$ cat src/rtl/smw_cfg.svh
`ifndef SMW_CFG_SVH
`define SMW_CFG_SVH

// ==========================================================================
// Address pages (upper 24 bits of the controller address)
// ==========================================================================
// Runtime page, internal base 000F_0000
`define SMW_RT_PAGE 24'h00_0F00
// Controller-only page, internal base 000F_0100
`define SMW_EC_PAGE 24'h00_0F01

// ==========================================================================
// Controller-only byte offsets
// ==========================================================================
`define SMW_OFS_H2C 8'h00
`define SMW_OFS_C2H 8'h01
`define SMW_OFS_BASE0 8'h04
`define SMW_OFS_RDLIM0 8'h08
`define SMW_OFS_WRLIM0 8'h0A
`define SMW_OFS_BASE1 8'h0C
`define SMW_OFS_RDLIM1 8'h10
`define SMW_OFS_WRLIM1 8'h12
`define SMW_OFS_EVSET 8'h14
`define SMW_OFS_HCLR 8'h16

// ==========================================================================
// Runtime byte offsets (controller page and host I/O block alike)
// ==========================================================================
`define SMW_RT_H2C 8'h00
`define SMW_RT_C2H 8'h01
`define SMW_RT_OWNER 8'h0C

// ==========================================================================
// Reset values
// ==========================================================================
`define SMW_OWNER_RST 8'h00
`define SMW_REG_RST 32'h0000_0000

`endif

$ cat src/rtl/smw_pkg.sv
// ==========================================================================
// Types shared by the shared memory window design
// ==========================================================================
package smw_pkg;

    // Host window engine states, Gray coded along idle, issue, done
    typedef enum logic [1:0] {
        SMW_IDLE = 2'b00,
        SMW_ISSUE = 2'b01,
        SMW_DONE = 2'b11
    } smw_win_state_e;

    // Per-region limit pair
    typedef logic [1:0][15:0] smw_lim_t;

    // Per-region base pair
    typedef logic [1:0][31:0] smw_base_t;

endpackage : smw_pkg

$ cat src/rtl/smw_win_if.sv
`timescale 1ns/100ps
// ==========================================================================
// Window setup carried from the register file to the window engine
// ==========================================================================
interface smw_win_if;
    smw_pkg::smw_base_t base; // Region base addresses
    smw_pkg::smw_lim_t rd_lim; // Region read limits in bytes
    smw_pkg::smw_lim_t wr_lim; // Region write limits in bytes

    modport regs (output base, output rd_lim, output wr_lim);
    modport win (input base, input rd_lim, input wr_lim);
endinterface : smw_win_if

$ cat src/rtl/smw_top.sv
`timescale 1ns/100ps
// Summary of operation
// - Host only reads peek-only window regions
// - Controller keeps full access to exposed memory
// - Two independent regions, each with own base
// - Host may write code through write region
// - Zero tag stores any written value
// - Writing current nonzero tag clears it
// - Other value to nonzero tag ignored
// - Tag at runtime offset 0Ch, reset zero
// - Runtime page at 000F_0000 and host BAR
// - Controller-only page at 000F_0100, no host path
`include "smw_cfg.svh"

module smw_top (
    // Clock and reset
    input wire logic clk,
    input wire logic reset,
    // Host I/O access to the runtime block
    input wire logic [15:0] host_bar,
    input wire logic host_valid,
    input wire logic host_write,
    input wire logic [15:0] host_addr,
    input wire logic [7:0] host_wdata,
    output logic [7:0] host_rdata,
    // Host window access
    input wire logic host_mem_valid,
    input wire logic host_mem_write,
    input wire logic host_mem_region,
    input wire logic [15:0] host_mem_offset,
    input wire logic [31:0] host_mem_wdata,
    output logic [31:0] host_mem_rdata,
    output logic host_mem_done,
    // Controller register access
    input wire logic ec_valid,
    input wire logic ec_write,
    input wire logic [31:0] ec_addr,
    input wire logic [3:0] ec_be,
    input wire logic [31:0] ec_wdata,
    output logic [31:0] ec_rdata,
    output logic ec_ack,
    // Event to the controller
    output logic h2c_event,
    // Internal memory master
    output logic mem_req,
    output logic mem_write,
    output logic [31:0] mem_addr,
    output logic [31:0] mem_wdata,
    input wire logic [31:0] mem_rdata,
    input wire logic mem_ack
);

    // ======================================================================
    // Offsets kept as byte addresses; word index is bits 7:2
    // ======================================================================
    localparam logic [7:0] OFS_H2C = `SMW_OFS_H2C;
    localparam logic [7:0] OFS_BASE0 = `SMW_OFS_BASE0;
    localparam logic [7:0] OFS_RDLIM0 = `SMW_OFS_RDLIM0;
    localparam logic [7:0] OFS_BASE1 = `SMW_OFS_BASE1;
    localparam logic [7:0] OFS_RDLIM1 = `SMW_OFS_RDLIM1;
    localparam logic [7:0] OFS_EVSET = `SMW_OFS_EVSET;
    localparam logic [7:0] RT_H2C = `SMW_RT_H2C;
    localparam logic [7:0] RT_C2H = `SMW_RT_C2H;
    localparam logic [7:0] RT_OWNER = `SMW_RT_OWNER;

    // ======================================================================
    // State
    // ======================================================================
    // Every register of the block in one record
    typedef struct packed {
        logic [7:0] h2c; // Host-to-controller mailbox
        logic [7:0] c2h; // Controller-to-host mailbox
        logic [31:0] base0; // Region 0 base
        logic [31:0] lim0; // Region 0 write limit high, read limit low
        logic [31:0] base1; // Region 1 base
        logic [31:0] lim1; // Region 1 write limit high, read limit low
        logic [31:0] evt; // Host clear permit high, event set low
        logic [7:0] owner; // Ownership tag
        logic evt_pend; // Host mailbox event pending
        logic [31:0] ec_rdata; // Controller read data
        logic ec_ack; // Controller access answer
        logic [7:0] host_rdata; // Host read data
    } smw_regs_s;

    smw_regs_s s_r;
    smw_regs_s s_nxt;

    // Decode terms
    logic host_hit; // Host access inside the runtime I/O block
    logic [7:0] host_ofs; // Host byte offset within the block
    logic rt_hit; // Controller access to the runtime page
    logic eo_hit; // Controller access to the controller-only page
    logic [5:0] ec_word; // Controller word index within a page
    logic [31:0] ec_rd; // Controller read word before registering

    // ======================================================================
    // Helpers
    // ======================================================================
    // Byte-lane merge for controller writes
    function automatic logic [31:0] smw_merge(input logic [31:0] old_v,
                                              input logic [31:0] new_v,
                                              input logic [3:0] be);
        logic [31:0] res;
        res = old_v;
        for (int i = 0; i < 4; i++) begin
            if (be[i]) begin
                res[i*8 +: 8] = new_v[i*8 +: 8];
            end
        end
        return res;
    endfunction : smw_merge

    // Claim and release rule for the ownership tag
    function automatic logic [7:0] smw_tag(input logic [7:0] cur, input logic [7:0] wr);
        logic [7:0] res;
        res = cur;
        if (cur == 8'h00) begin
            res = wr;
        end else if (wr == cur) begin
            res = 8'h00;
        end
        // Any other value leaves the tag as it is
        return res;
    endfunction : smw_tag

    // ======================================================================
    // Address decode
    // ======================================================================
    // Host block is 16 bytes at the programmed base; the controller-only
    // page has no host path at all, so window setup is safe from the host
    always_comb begin
        host_hit = host_valid && host_addr[15:4] == host_bar[15:4];
        host_ofs = {4'h0, host_addr[3:0]};
        rt_hit = ec_valid && ec_addr[31:8] == `SMW_RT_PAGE;
        eo_hit = ec_valid && ec_addr[31:8] == `SMW_EC_PAGE;
        ec_word = ec_addr[7:2];
    end

    // ======================================================================
    // Controller read mux
    // ======================================================================
    // Unmapped words and unused byte lanes read as zero
    always_comb begin
        ec_rd = 32'h0000_0000;
        if (rt_hit) begin
            if (ec_word == RT_H2C[7:2]) begin
                ec_rd = {16'h0000, s_r.c2h, s_r.h2c};
            end else if (ec_word == RT_OWNER[7:2]) begin
                ec_rd = {24'h00_0000, s_r.owner};
            end
        end else if (eo_hit) begin
            case (ec_word)
                OFS_H2C[7:2]: ec_rd = {16'h0000, s_r.c2h, s_r.h2c};
                OFS_BASE0[7:2]: ec_rd = s_r.base0;
                OFS_RDLIM0[7:2]: ec_rd = s_r.lim0;
                OFS_BASE1[7:2]: ec_rd = s_r.base1;
                OFS_RDLIM1[7:2]: ec_rd = s_r.lim1;
                OFS_EVSET[7:2]: ec_rd = s_r.evt;
                default: ec_rd = 32'h0000_0000;
            endcase
        end
    end

    // ======================================================================
    // Next register state
    // ======================================================================
    // Controller writes are applied before host writes, so a host
    // mailbox write in the same cycle as the acknowledge keeps the event
    always_comb begin
        s_nxt = s_r;
        s_nxt.ec_ack = ec_valid;
        s_nxt.ec_rdata = ec_write ? 32'h0000_0000 : ec_rd;
        // Controller writes to the controller-only page
        if (eo_hit && ec_write) begin
            case (ec_word)
                OFS_H2C[7:2]: begin
                    if (ec_be[0]) begin
                        // Controller touches its mailbox byte: acknowledge
                        s_nxt.h2c = ec_wdata[7:0];
                        s_nxt.evt_pend = 1'b0;
                    end
                    if (ec_be[1]) begin
                        s_nxt.c2h = ec_wdata[15:8];
                    end
                end
                OFS_BASE0[7:2]: s_nxt.base0 = smw_merge(s_r.base0, ec_wdata, ec_be);
                OFS_RDLIM0[7:2]: s_nxt.lim0 = smw_merge(s_r.lim0, ec_wdata, ec_be);
                OFS_BASE1[7:2]: s_nxt.base1 = smw_merge(s_r.base1, ec_wdata, ec_be);
                OFS_RDLIM1[7:2]: s_nxt.lim1 = smw_merge(s_r.lim1, ec_wdata, ec_be);
                OFS_EVSET[7:2]: s_nxt.evt = smw_merge(s_r.evt, ec_wdata, ec_be);
                default: begin
                    // Unmapped word: write is dropped
                end
            endcase
        end
        // Controller writes to the runtime page: only the tag
        if (rt_hit && ec_write && ec_word == RT_OWNER[7:2] && ec_be[0]) begin
            s_nxt.owner = smw_tag(s_r.owner, ec_wdata[7:0]);
        end
        // Host reads of the runtime block
        if (host_hit && !host_write) begin
            case (host_ofs)
                RT_H2C: s_nxt.host_rdata = s_r.h2c;
                RT_C2H: s_nxt.host_rdata = s_r.c2h;
                RT_OWNER: s_nxt.host_rdata = s_r.owner;
                default: s_nxt.host_rdata = 8'h00;
            endcase
        end
        // Host writes; the controller mailbox byte is read-only here
        if (host_hit && host_write) begin
            if (host_ofs == RT_H2C) begin
                // Carries the host's requests, such as a region change
                s_nxt.h2c = host_wdata;
                s_nxt.evt_pend = 1'b1;
            end else if (host_ofs == RT_OWNER) begin
                // Applied on top of a same-cycle controller write
                s_nxt.owner = smw_tag(s_nxt.owner, host_wdata);
            end
        end
    end

    // Register update; system reset clears the whole record
    always_ff @(posedge clk) begin
        if (reset) begin
            s_r <= '0;
            s_r.owner <= `SMW_OWNER_RST;
        end else begin
            s_r <= s_nxt;
        end
    end

    // ======================================================================
    // Window engine
    // ======================================================================
    smw_win_if win_cfg ();

    // Hand each region's setup to the engine
    for (genvar g = 0; g < 2; g++) begin : g_region
        assign win_cfg.base[g] = (g == 0) ? s_r.base0 : s_r.base1;
        assign win_cfg.rd_lim[g] = (g == 0) ? s_r.lim0[15:0] : s_r.lim1[15:0];
        assign win_cfg.wr_lim[g] = (g == 0) ? s_r.lim0[31:16] : s_r.lim1[31:16];
    end

    // The controller never goes through this engine, so its own access to
    // exposed memory is untouched by any limit
    smw_win u_win (
        .clk(clk),
        .reset(reset),
        .cfg(win_cfg.win),
        .host_mem_valid(host_mem_valid),
        .host_mem_write(host_mem_write),
        .host_mem_region(host_mem_region),
        .host_mem_offset(host_mem_offset),
        .host_mem_wdata(host_mem_wdata),
        .host_mem_rdata(host_mem_rdata),
        .host_mem_done(host_mem_done),
        .mem_req(mem_req),
        .mem_write(mem_write),
        .mem_addr(mem_addr),
        .mem_wdata(mem_wdata),
        .mem_rdata(mem_rdata),
        .mem_ack(mem_ack)
    );

    // Outputs
    assign host_rdata = s_r.host_rdata;
    assign ec_rdata = s_r.ec_rdata;
    assign ec_ack = s_r.ec_ack;
    assign h2c_event = s_r.evt_pend;

    // Host write to the tag with no controller runtime-page write alongside
    logic host_tag_wr;
    assign host_tag_wr = host_hit && host_write && host_ofs == RT_OWNER
                         && !(rt_hit && ec_write);
endmodule : smw_top

$ cat src/rtl/smw_win.sv
`timescale 1ns/100ps
// ==========================================================================
// Host window engine: limit check and internal memory access
// ==========================================================================
module smw_win (
    // Clock and reset
    input wire logic clk,
    input wire logic reset,
    // Window setup
    smw_win_if.win cfg,
    // Host window request
    input wire logic host_mem_valid,
    input wire logic host_mem_write,
    input wire logic host_mem_region,
    input wire logic [15:0] host_mem_offset,
    input wire logic [31:0] host_mem_wdata,
    output logic [31:0] host_mem_rdata,
    output logic host_mem_done,
    // Internal memory master
    output logic mem_req,
    output logic mem_write,
    output logic [31:0] mem_addr,
    output logic [31:0] mem_wdata,
    input wire logic [31:0] mem_rdata,
    input wire logic mem_ack
);

    // All engine state
    typedef struct packed {
        smw_pkg::smw_win_state_e state;
        logic write;
        logic [31:0] addr;
        logic [31:0] wdata;
        logic [31:0] rdata;
    } smw_win_s;

    smw_win_s s_r;
    smw_win_s s_nxt;
    logic [15:0] lim_sel; // Limit that applies to the request
    logic in_lim; // Request falls under that limit

    // Pick the limit of the addressed region and direction
    always_comb begin
        lim_sel = host_mem_write ? cfg.wr_lim[host_mem_region] : cfg.rd_lim[host_mem_region];
        in_lim = host_mem_offset < lim_sel;
    end

    // Next state
    always_comb begin
        s_nxt = s_r;
        case (s_r.state)
            smw_pkg::SMW_IDLE: begin
                if (host_mem_valid) begin
                    // Zero write limit leaves a peek-only region
                    s_nxt.write = host_mem_write;
                    s_nxt.addr = cfg.base[host_mem_region] + {16'h0000, host_mem_offset};
                    s_nxt.wdata = host_mem_wdata;
                    s_nxt.rdata = 32'h0000_0000;
                    // Outside the limit: read gives zero, write dropped
                    s_nxt.state = in_lim ? smw_pkg::SMW_ISSUE : smw_pkg::SMW_DONE;
                end
            end
            smw_pkg::SMW_ISSUE: begin
                // Hold the request until memory answers
                if (mem_ack) begin
                    s_nxt.rdata = s_r.write ? 32'h0000_0000 : mem_rdata;
                    s_nxt.state = smw_pkg::SMW_DONE;
                end
            end
            smw_pkg::SMW_DONE: begin
                s_nxt.state = smw_pkg::SMW_IDLE;
            end
            default: begin
                s_nxt.state = smw_pkg::SMW_IDLE;
            end
        endcase
    end

    // State register
    always_ff @(posedge clk) begin
        if (reset) begin
            s_r <= '0;
        end else begin
            s_r <= s_nxt;
        end
    end

    // Outputs
    assign mem_req = s_r.state == smw_pkg::SMW_ISSUE;
    assign mem_write = s_r.write;
    assign mem_addr = s_r.addr;
    assign mem_wdata = s_r.wdata;
    assign host_mem_rdata = s_r.rdata;
    assign host_mem_done = s_r.state == smw_pkg::SMW_DONE;
endmodule : smw_win

$ cat config.mk
export PLATFORM = sky130hd
export DESIGN_NAME = smw_top
export DESIGN_NICKNAME = d
export VERILOG_FILES = /design/src/rtl/smw_pkg.sv /design/src/rtl/smw_win_if.sv /design/src/rtl/smw_top.sv /design/src/rtl/smw_win.sv
export VERILOG_INCLUDE_DIRS = /design/src /design/src/rtl
export SDC_FILE = /design/constraint.sdc
export NUM_CORES = 1
export LEC_CHECK = 0
export BUFFER_PORTS_ARGS = -buffer_cell sky130_fd_sc_hd__buf_2
export CAP_MARGIN = 40
export CORE_MARGIN = 1.5
export CORE_UTILIZATION = 35
export CTS_CLUSTER_DIAMETER = 100
export DETAILED_ROUTE_END_ITERATION = 7
export PLACE_DENSITY_LB_ADDON = 0.12
export SYNTH_ARGS = -nofsm -noshare
export SYNTH_HDL_FRONTEND = slang
export SYNTH_SLANG_ARGS = --single-unit
$ cat constraint.sdc
create_clock -name clk -period 6.35 [get_ports clk]
set_input_delay 1.905 -clock clk [delete_from_list [all_inputs] [get_ports clk]]
set_output_delay 1.905 -clock clk [all_outputs]
set_load 0.02 [all_outputs]
==> results of run 1 <==
[layout make-up]
cell class	instances	area share (%)
Antenna cell	1	0.01335
Timing Repair Buffer	353	10.12
Multi-Input combinational cell	1461	44.10
Clock inverter	8	0.2404
Sequential cell	325	34.72
Clock buffer	54	6.216
Inverter	29	0.5808
Tap cell	600	4.006
[metrics by stage]
stage,util (%),std cells,area [um2]
detailed placement,38.38,2768,17530
CTS,41.03,2830,18740
global route,41.03,2831,18740
finish,41.03,2831,18740
floorplan,-,2069,16310
global placement,38.15,2763,17420
[final timing paths]
path                                     endpoint  slack, ns  cells past startpoint
setup / recovery  u_win.mem_addr[27]$_SDFFE_PP0P_       1.18                     11
hold / removal     u_win.mem_addr[7]$_SDFFE_PP0P_       0.45                      2
setup reg to reg  u_win.mem_addr[27]$_SDFFE_PP0P_       2.72                     10
hold reg to reg    u_win.mem_addr[7]$_SDFFE_PP0P_       0.45                      2
[power groups by stage]
| stage | logic (uW) | registers [uW] | clock network, uW |
|---|---|---|---|
| floorplan | 269 | 2130 | 0 |
| global placement | 403 | 2130 | 0 |
| detailed placement | 420 | 2130 | 0 |
| CTS | 421 | 2090 | 2200 |
| global route | 456 | 2090 | 2290 |
| finish | 420 | 2090 | 2140 |
[critical path, delay by kind of cell]
| kind | cells | cell delay, ns |
|---|---|---|
| compound gates | 5 | 1.64 |
| simple gates | 3 | 0.89 |
| mux | 1 | 0.40 |
| fa+ha+maj | 1 | 0.39 |
| buf+inv | 1 | 0.38 |
[registers in the layout, indices dropped and copies added (netlist names)]
signal and cells:
u_win.host_mem_rdata 32, host_rdata 8, ec_rdata 32, u_win.mem_wdata 32, h2c_event 1, u_win.mem_addr 32
ec_ack 1, s_r 184, u_win.mem_write 1, u_win.s_r 2
[per-layer routing]
layer | up-vias | part of all wire, %
met1 | 7224 | 45
met3 | 71 | 7.0
li1 | 7403 | -
met4 | 2 | 2.2
met2 | 539 | 46
met5 | - | 0.022
[cells by family (layout without fill, tap and decap cells)]
kind of cell    count (synthesis)  after routing  synth area share (%)
mux                            54             54                 4.718
simple gates                  817            817                 21.56
buf+inv                       283            444                 9.652
other cells                     0              1                     0
fa+ha+maj                      32             32                 2.501
xor+xnor                       30             30                 1.611
flops                         325            325                 39.90
compound gates                528            528                 20.06
[synthesized netlist by cell type, drive strengths merged (18+ instances only)]
master / instances
a21oi: 300
a222oi: 32
a22oi: 32
and2: 18
buf: 151
clkbuf: 103
dfxtp: 325
ha: 31
inv: 28
mux2: 23
nand2: 536
nand3: 76
nor2: 90
nor3: 25
o21ai: 31
xnor2: 20
[layout by cell type (no fill, tap or decap), types with 28 or more instances in the layout]
master     Yosys  layout
nand2_1      536     535
buf_2          1     331
dfxtp_1      325     325
a21oi_1      300     299
nor2_1        90      87
nand3_1       76      76
clkbuf_16      0      41
a22oi_1       32      32
a222oi_1      32      32
ha_1          31      31
o21ai_0       30      30
inv_1         28      28
==> flow_metrics.py, run 1 <==
metrics = {
    "cts": {
        "post_cts_buffers": 0,
        "cts_resized": 0,
        "hold_buffers": 0,
        "htree_levels": 2,
        "clkSinkCount": 325,
        "clockRootBuffer": "clkbuf_16",
        "path_clk_slew_ns": 0.06,
        "numCtsBuffers": 39,
        "clk_path_buf_depth": 3,
        "cts_tree": "built",
        "worstSkewPairLatency_ns": 0.56,
    },
    "worst_setup_path": {
        "cp-startpoint": "host_mem_region",
        "path_common_cell": "nand2_1",
        "cpPeakStageDelay_ns": 0.53,
        "crit_chain": "buf_2 > mux2_2 > ha_1 > nand2_1 > or4_1 > a31oi_1 > o2111ai_1 > a2111o_1 > nand2_1 > a2111oi_0 > a311o_1",
        "critPathRequiredTime_ns": 6.80,
        "cp.arrival_ns": 5.62,
        "cp-start-kind": "input pin",
        "path_class": "input pin to flop",
        "cp_max_fo": 16,
        "r2r_start": "s_r[184]$_SDFFE_PP0P_",
        "crit_path_top_delay_cell": "or4_1",
        "cp-end-kind": "flop",
    },
    "routing": {
        "drc": 1,
        "drt-initial-drc-count": 1266,
        "wl_um": 54470,
        "postRouteAntennaNets": 0,
        "viasPerCell": 5.383,
        "via_count": 15240,
        "wl_per_cell_um": 19.24,
        "drt-pass1-iter-count": 8,
    },
    "grt": {
        "grtUsageMet2_pct": 35.38,
        "antenna_found_initial": 2,
        "grt-busiest-layer": "met2",
        "grt_pass1_vias": 14180,
        "grt_pass1_wl_um": 81850,
        "grt_max_degree": 85,
        "grtUsageMet1_pct": 30.15,
        "grt.met3_usage_pct": 3.895,
        "overflow": 0,
        "grt_usage_pct": 22.02,
    },
    "synthesis": {
        "synth_area_leaders": "dfxtp_1 40%, nand2_1 12%, a21oi_1 9.2%, buf_4 6.3%, ha_1 2.4%",
        "synth_nets": 2299,
        "ys_seq_elements": 325,
        "ys_types": 67,
        "synth_enable_flop_cells": 0,
        "yosysTopAreaCellShare_pct": 39.90,
        "synth-seq-area-share_pct": 39.90,
        "synth_area_leader_cell": "dfxtp_1",
        "yosys_warnings": 0,
        "syn_avg_cell_area_um2": 7.882,
        "synthArstFlopShare_pct": 0,
        "synth_cells": 2069,
        "syn-cell-area_um2": 16310,
        "synthFlopType": "dfxtp_1",
    },
    "placed_design": {
        "pre_cts_ws_ns": 0.7199,
        "gp_congestion": 0.8485,
        "hpwl_um": 39490,
        "portBuffers": 332,
    },
    "cells_and_area": {
        "final_nets": 2439,
        "fillers": 4784,
        "synthToLayoutAreaGrowth_pct": 14.91,
        "seq_area_um2": 6506,
        "drive_gt1_share_pct": 21.17,
        "multi_input_area_um2": 8265,
    },
    "sta": {
        "rsz0062_at_grt": "no",
        "post-route-period-util_pct": 81.44,
        "fin_crit_ns": 5.172,
        "setup_tns_ns": 0,
        "setup_violations": 0,
        "maxSlewViolCount": 0,
        "maxSlewHeadroom_pct": 39.02,
        "whs_ns": 0.4468,
        "hold_violations": 0,
        "setup_ws_ns": 1.178,
        "tightest_slew_ns": 0.9125,
        "skew_ns": 0.01844,
        "max_freq_ghz": 0.1934,
    },
    "floorplanning": {
        "die_w_um": 218.9,
        "core_um2": 45670,
        "rows": 78,
        "die_h_um": 218.9,
        "initial_core_util_pct": 35.71,
        "pin_count": 339,
        "die_area_um2": 47900,
    },
    "power_and_ir_drop": {
        "p_clk_share_pct": 46.1,
        "power_frac_comb_pct": 9.0,
        "p_sw_uw": 1173,
        "cellPowerDensity_nw_per_um2": 248.2,
        "p_leak_uw": 0.007015,
        "swShare_pct": 25.21,
        "p_int_uw": 3479,
        "seqPwrFrac_pct": 44.9,
        "ir_drop_uv": 159.8,
        "power_uw": 4651,
    },
    "hold_path": {
        "min_from": "u_win.mem_addr[7]$_SDFFE_PP0P_",
        "min_path_type": "flop to flop",
    },
    "status": {
        "violations": "DRC",
        "status": "finished with violations",
    },
    "job": {
        "drv_cap": 0,
    },
}
No activity file was read; power rests on OpenSTA's default activity.
==> run 2, diff against run 1 <==
--- a/config.mk
+++ b/config.mk
@@ -6,6 +6,7 @@
 export SDC_FILE = /design/constraint.sdc
 export NUM_CORES = 1
 export LEC_CHECK = 0
+export ABC_AREA = 1
 export BUFFER_PORTS_ARGS = -buffer_cell sky130_fd_sc_hd__buf_2
 export CAP_MARGIN = 40
 export CORE_MARGIN = 1.5
==> constraint.sdc (replaced) <==
create_clock -name clk -period 4.8 [get_ports clk]
set_input_delay 1.44 -clock clk [delete_from_list [all_inputs] [get_ports clk]]
set_output_delay 1.44 -clock clk [all_outputs]
set_load 0.02 [all_outputs]
==> run 2 against run 1 <==
Effect of this change:
- the flow now finishes without violations
- hold slack worse by 0.0068 ns
- sequential share of layout area decreased by 1.7 points
- routed wire length increased by 1.7%
- non-clock buffer count increased by 5
- sequential cell count stayed put
- combinational power is 93% higher
- critical path depth is 5 higher
- register-to-register slack worse by 0.83 ns
- largest power group unchanged
==> flow_metrics.py, run 2 <==
metrics = {
    "floorplanning": {
        "rows": 80,
        "die_w_um": 223.5,
        "core_um2": 47850,
        "die_h_um": 223.5,
        "pin_count": 339,
        "initial_core_util_pct": 35.58,
        "die_area_um2": 49970,
    },
    "cells_and_area": {
        "multi_input_area_um2": 7864,
        "mostFrequentLayoutCells": "332 x buf_2, 325 x dfxtp_1, 324 x o21ai_0",
        "final_util_pct": 41.16,
        "layout_commonest_cell": "buf_2",
        "largest_register_ffs": 184,
        "fillers": 5024,
        "drive_gt1_share_pct": 18.48,
        "synthToLayoutAreaGrowth_pct": 15.68,
        "top_register": "s_r",
        "seq_area_um2": 6506,
        "final_nets": 2782,
    },
    "cts": {
        "path_clk_slew_ns": 0.06,
        "clkSinkCount": 325,
        "post_cts_buffers": 0,
        "clockRootBuffer": "clkbuf_16",
        "worstSkewPairLatency_ns": 0.56,
        "numCtsBuffers": 40,
        "clk_path_buf_depth": 3,
        "htree_levels": 2,
        "cts_resized": 0,
        "hold_buffers": 0,
        "cts_tree": "built",
    },
    "power_and_ir_drop": {
        "swShare_pct": 25.86,
        "cellPowerDensity_nw_per_um2": 350.6,
        "p_clk_share_pct": 47.2,
        "seqPwrFrac_pct": 41.1,
        "p_int_uw": 5119,
        "p_sw_uw": 1785,
        "power_frac_comb_pct": 11.7,
        "ir_drop_uv": 235.4,
        "p_leak_uw": 0.008108,
    },
    "worst_setup_path": {
        "crit_family": "simple AND/OR/NAND/NOR gates",
        "r2r_end": "u_win.mem_addr[28]$_SDFFE_PP0P_",
        "cp_max_fo": 42,
        "cp-end-kind": "flop",
        "r2r_slack_ns": 1.89,
        "critPathRequiredTime_ns": 5.25,
        "cpPeakStageDelay_ns": 0.43,
        "cp.buffers_inverters": 5,
        "path_class": "input pin to flop",
        "r2r_start": "s_r[178]$_SDFFE_PP0P_",
        "crit_chain": "buf_4 > buf_12 > nand2_1 > o21ai_0 > ha_1 > nand2_1 > nor4_1 > a21oi_1 > o21ai_1 > inv_1 > nor2_2 > inv_1 > nor3_1 > nor2_1 > o21ai_0 > inv_1",
        "path_common_cell": "inv_1",
        "rr_worst_depth": 17,
        "cp-startpoint": "host_mem_region",
        "crit_path_top_delay_cell": "ha_1",
        "cp-start-kind": "input pin",
        "cp.arrival_ns": 4.21,
    },
    "sta": {
        "fin_crit_ns": 3.760,
        "tightest_slew_ns": 0.9393,
        "maxSlewViolCount": 0,
        "hold_violations": 0,
        "max_freq_ghz": 0.2660,
        "skew_ns": 0.01549,
        "post-route-period-util_pct": 78.34,
        "rsz0062_at_grt": "no",
        "setup_violations": 0,
        "maxSlewHeadroom_pct": 36.72,
        "setup_tns_ns": 0,
    },
    "synthesis": {
        "syn_avg_cell_area_um2": 7.093,
        "synthTopCellsByCount": "325 x dfxtp_1, 324 x o21ai_0, 302 x inv_1",
        "synth_enable_flop_cells": 0,
        "synth_area_leader_cell": "dfxtp_1",
        "yosysMostFrequentCell": "dfxtp_1",
        "ys_types": 53,
        "yosys_warnings": 0,
        "synth_nets": 2630,
        "synth_cells": 2400,
        "ys_seq_elements": 325,
        "synth-seq-area-share_pct": 38.22,
        "synthArstFlopShare_pct": 0,
        "synthFlopType": "dfxtp_1",
        "synth_area_leaders": "dfxtp_1 38%, o21ai_0 9.5%, a21oi_1 7.6%, inv_1 6.7%, nand2_1 6.6%",
        "yosysTopAreaCellShare_pct": 38.22,
        "syn-cell-area_um2": 17020,
    },
    "placed_design": {
        "gp_congestion": 0.8792,
        "hpwl_um": 40680,
        "portBuffers": 332,
    },
    "grt": {
        "grt_pass1_vias": 14780,
        "grt_max_degree": 84,
        "grt_pass1_wl_um": 84540,
        "antenna_found_initial": 5,
        "overflow": 0,
        "grt_usage_pct": 21.56,
    },
    "hold_path": {
        "hold_end": "s_r[76]$_SDFFE_PP0P_",
        "holdPathStages": 2,
        "min_path_type": "flop to flop",
        "min_from": "s_r[76]$_SDFFE_PP0P_",
    },
    "routing": {
        "wl_um": 55380,
        "viasPerCell": 4.996,
        "drc": 0,
        "wl_per_cell_um": 17.32,
        "via_count": 15970,
        "postRouteAntennaNets": 0,
        "drt-initial-drc-count": 1139,
        "drt-pass1-iter-count": 5,
    },
    "status": {
        "status": "completed",
    },
    "job": {
        "drv_cap": 0,
    },
}
## run 2: kinds of logic (layout without fill, tap and decap cells)
logic type	count (synthesis)	count (layout)	synth area share, %
AOI/OAI and AO/OA	771	771	25.05
xor gates and xnor gates	20	20	1.029
adders and majority gates	32	32	2.396
buffers and inverters	563	744	15.63
DFF	325	325	38.22
other	0	1	0
and+or+nand+nor	689	689	17.68
## run 2: power by group through the flow
stage | logic, uW | registers (uW) | clock network (uW)
2_1_floorplan | 604 | 2890 | 0
3_3_place_gp | 796 | 2890 | 0
3_5_place_dp | 813 | 2900 | 0
4_1_cts | 814 | 2840 | 3350
5_1_grt | 903 | 2850 | 3450
6_report | 809 | 2840 | 3260
## run 2: metrics by stage
stage	hold WS, ns	setup WS (ns)	cells	power, uW	area, um2
2_1_floorplan	0.4233	0.3261	2400	3491	17020
3_5_place_dp	0.4352	0.4662	3125	3708	18260
6_report	0.4399	1.040	3197	6905	19690
3_3_place_gp	0.4312	0.5037	3121	3689	18200
5_1_grt	0.4608	0.7116	3197	7199	19690
4_1_cts	0.4438	1.063	3196	7003	19690
## run 2: worst max path at each step
stage / end / slack [ns] / cells past startpoint
2_1_floorplan: u_win.mem_addr[30]$_SDFFE_PP0P_ / 0.33 / 24
3_3_place_gp: u_win.mem_addr[28]$_SDFFE_PP0P_ / 0.50 / 18
3_5_place_dp: u_win.mem_addr[28]$_SDFFE_PP0P_ / 0.47 / 18
4_1_cts: u_win.mem_addr[28]$_SDFFE_PP0P_ / 1.06 / 18
5_1_grt: u_win.mem_addr[30]$_SDFFE_PP0P_ / 0.71 / 20
6_report: u_win.mem_addr[30]$_SDFFE_PP0P_ / 1.04 / 16
## run 2: worst min-delay path: cells and delay by family (launching register included)
| family | cells | cell delay [ns] |
|---|---|---|
| flops | 1 | 0.30 |
| compound gates | 1 | 0.05 |
| buf+inv | 1 | 0.04 |
## run 2: cell type report
type | instances | share of cell area (%)
diodes | 1 | 0.01271
clock buffers | 58 | 6.093
clock inverters | 13 | 1.150
inverters | 315 | 6.017
multi-input cells | 1512 | 39.93
flip-flops and latches | 325 | 33.04
well taps | 615 | 3.907
repair buffers | 358 | 9.848
## run 2: routing by layer
layer	track usage (%)	routed length, um	vias up
li1	-	-	8147
met1	30.53	26870	7282
met2	33.57	24080	466
met3	4.237	3331	68
met4	5.166	1048	8
met5	0	51	-
==> run 3, diff against run 2 <==
==> constraint.sdc (replaced) <==
create_clock -name clk -period 3.1 [get_ports clk]
set_input_delay 0.93 -clock clk [delete_from_list [all_inputs] [get_ports clk]]
set_output_delay 0.93 -clock clk [all_outputs]
set_load 0.02 [all_outputs]
==> run 3 against run 2 <==
Effect of this change:
- hold slack gained 0.0040 ns
- clock skew increased by 0.0084 ns
- final cell count is 3.8% higher
- core utilization up 1.7 points
- setup slack worse by 0.76 ns
- sequential cell count is the same
- first-iteration DRC count is 8.6% higher
- sequential power up 55%
- routed wire length is 0.78% lower
- sequential share of layout area shrank 1.3 points
- critical path type unchanged
- critical endpoint is now u_win.mem_addr[18]$_SDFFE_PP0P_
- largest power group unchanged
==> flow_metrics.py, run 3 (synthesis results as in run 2) <==
metrics = {
    "grt": {
        "grt_max_degree": 66,
        "antenna_found_initial": 6,
        "grt_usage_pct": 21.70,
        "grt_pass1_vias": 15350,
        "grt_pass1_wl_um": 85310,
        "overflow": 0,
    },
    "cts": {
        "clk_path_buf_depth": 3,
        "cts_resized": 0,
        "worstSkewPairLatency_ns": 0.57,
        "clockRootBuffer": "clkbuf_16",
        "clkSinkCount": 325,
        "numCtsBuffers": 39,
        "htree_levels": 2,
        "path_clk_slew_ns": 0.06,
        "cts_tree": "built",
        "post_cts_buffers": 0,
        "hold_buffers": 0,
    },
    "placed_design": {
        "hpwl_um": 41630,
        "gp_congestion": 0.8880,
        "postPlaceCellArea_um2": 19250,
        "portBuffers": 332,
        "dp.cells": 3246,
    },
    "worst_setup_path": {
        "path_class": "input pin to flop",
        "cp.buffers_inverters": 6,
        "cp-end-kind": "flop",
        "crit_chain": "buf_4 > buf_4 > o21ai_0 > ha_1 > buf_4 > a21oi_1 > o21ai_0 > inv_1 > nand2_1 > a21oi_2 > o21ai_1 > buf_4 > a21oi_1 > o21ai_0 > o211ai_1 > inv_1",
        "path_common_cell": "buf_4",
        "cp.arrival_ns": 3.28,
        "crit_path_top_delay_cell": "o21ai_0",
        "cp-start-kind": "input pin",
        "critPathRequiredTime_ns": 3.56,
        "crit_family": "compound AO/OA/AOI/OAI gates",
        "critical_path_depth": 16,
        "cpPeakStageDelay_ns": 0.32,
        "cp_max_fo": 8,
        "rr_worst_depth": 19,
    },
    "routing": {
        "drt-pass1-iter-count": 5,
        "wl_per_cell_um": 16.56,
        "wl_um": 54950,
        "postRouteAntennaNets": 0,
        "via_count": 16400,
        "drc": 0,
        "viasPerCell": 4.942,
        "drt-initial-drc-count": 1237,
    },
    "hold_path": {
        "min_path_type": "flop to flop",
        "holdPathStages": 2,
    },
    "floorplanning": {
        "die_area_um2": 49970,
        "die_h_um": 223.5,
        "initial_core_util_pct": 35.58,
        "core_um2": 47850,
        "die_w_um": 223.5,
        "rows": 80,
        "pin_count": 339,
    },
    "sta": {
        "tightest_slew_ns": 0.6907,
        "post-route-period-util_pct": 90.88,
        "fin_crit_ns": 2.817,
        "maxSlewHeadroom_pct": 53.47,
        "skew_ns": 0.02393,
        "hold_violations": 0,
        "max_freq_ghz": 0.3549,
        "rsz0062_at_grt": "no",
        "maxSlewViolCount": 0,
        "setup_violations": 0,
        "whs_ns": 0.4439,
    },
    "cells_and_area": {
        "design_area_um2": 20500,
        "top_register": "s_r",
        "largest_register_ffs": 184,
        "drive_gt1_share_pct": 22.41,
        "layout_commonest_cell": "buf_2",
        "seq_area_um2": 6506,
        "synthToLayoutAreaGrowth_pct": 20.41,
        "final_nets": 2902,
        "fillers": 4968,
        "mostFrequentLayoutCells": "331 x buf_2, 325 x dfxtp_1, 311 x o21ai_0",
        "final_cells": 3318,
        "multi_input_area_um2": 7936,
    },
    "job": {
        "drv_cap": 0,
    },
    "power_and_ir_drop": {
        "cellPowerDensity_nw_per_um2": 497.4,
        "p_leak_uw": 0.008598,
        "ir_drop_uv": 389.9,
    },
    "status": {
        "status": "completed",
    },
}
[run 3: cell type report]
type	instances	share of cell area (%)
Antenna cell	3	0.03662
Clock buffer	61	5.512
Clock inverter	8	0.5310
Inverter	315	5.780
Multi-Input combinational cell	1512	38.72
Sequential cell	325	31.74
Tap cell	615	3.754
Timing Repair Buffer	479	13.93
[run 3: final timing paths]
| check | start | endpoint | slack [ns] |
|---|---|---|---|
| max | host_mem_region | u_win.mem_addr[18]$_SDFFE_PP0P_ | 0.28 |
| min | s_r[71]$_SDFFE_PP0P_ | s_r[71]$_SDFFE_PP0P_ | 0.44 |
| max reg2reg | s_r[178]$_SDFFE_PP0P_ | u_win.mem_addr[26]$_SDFFE_PP0P_ | 0.50 |
| min reg2reg | s_r[71]$_SDFFE_PP0P_ | s_r[71]$_SDFFE_PP0P_ | 0.44 |
[run 3: metrics by stage]
step                setup TNS (ns)  power (uW)  utilization [%]  setup slack (ns)
floorplan                   -4.359        5417                -           -0.4201
global placement            -2.852        5793            40.24           -0.2472
detailed placement          -3.692        5815            40.24           -0.2965
CTS                              0       10350            42.83            0.3104
global route                     0       10680            42.84           0.03055
finish                           0       10200            42.84            0.2826
[run 3: worst reg2reg max path, cell delays in order, from the launching register on]
cell and delay, ns:
dfxtp_1 0.37, inv_1 0.05, o21ai_1 0.15, ha_2 0.21, inv_2 0.04, fa_2 0.34, inv_1 0.06, nand3_1 0.06
nand2_1 0.10, a21oi_2 0.10, inv_1 0.08, a21oi_2 0.06, o21ai_1 0.21, inv_1 0.08, nor2_2 0.14, inv_1 0.08
buf_4 0.13, nor3b_1 0.19, o21ai_1 0.08, inv_1 0.04
[run 3: layer usage]
layer | vias to the layer above | GRT usage, % | routed length [um]
li1 | 8412 | - | -
met1 | 7369 | 29.79 | 25800
met2 | 517 | 33.87 | 24000
met3 | 93 | 4.512 | 3501
met4 | 6 | 7.149 | 1596
met5 | - | 0 | 43
[run 3: where the power goes]
part / internal [uW] / switching [uW] / total (uW)
combinational: 476 / 847 / 1320
clock: 2670 / 1800 / 4480
sequential: 4330 / 71.0 / 4400
total: 7470 / 2720 / 10200
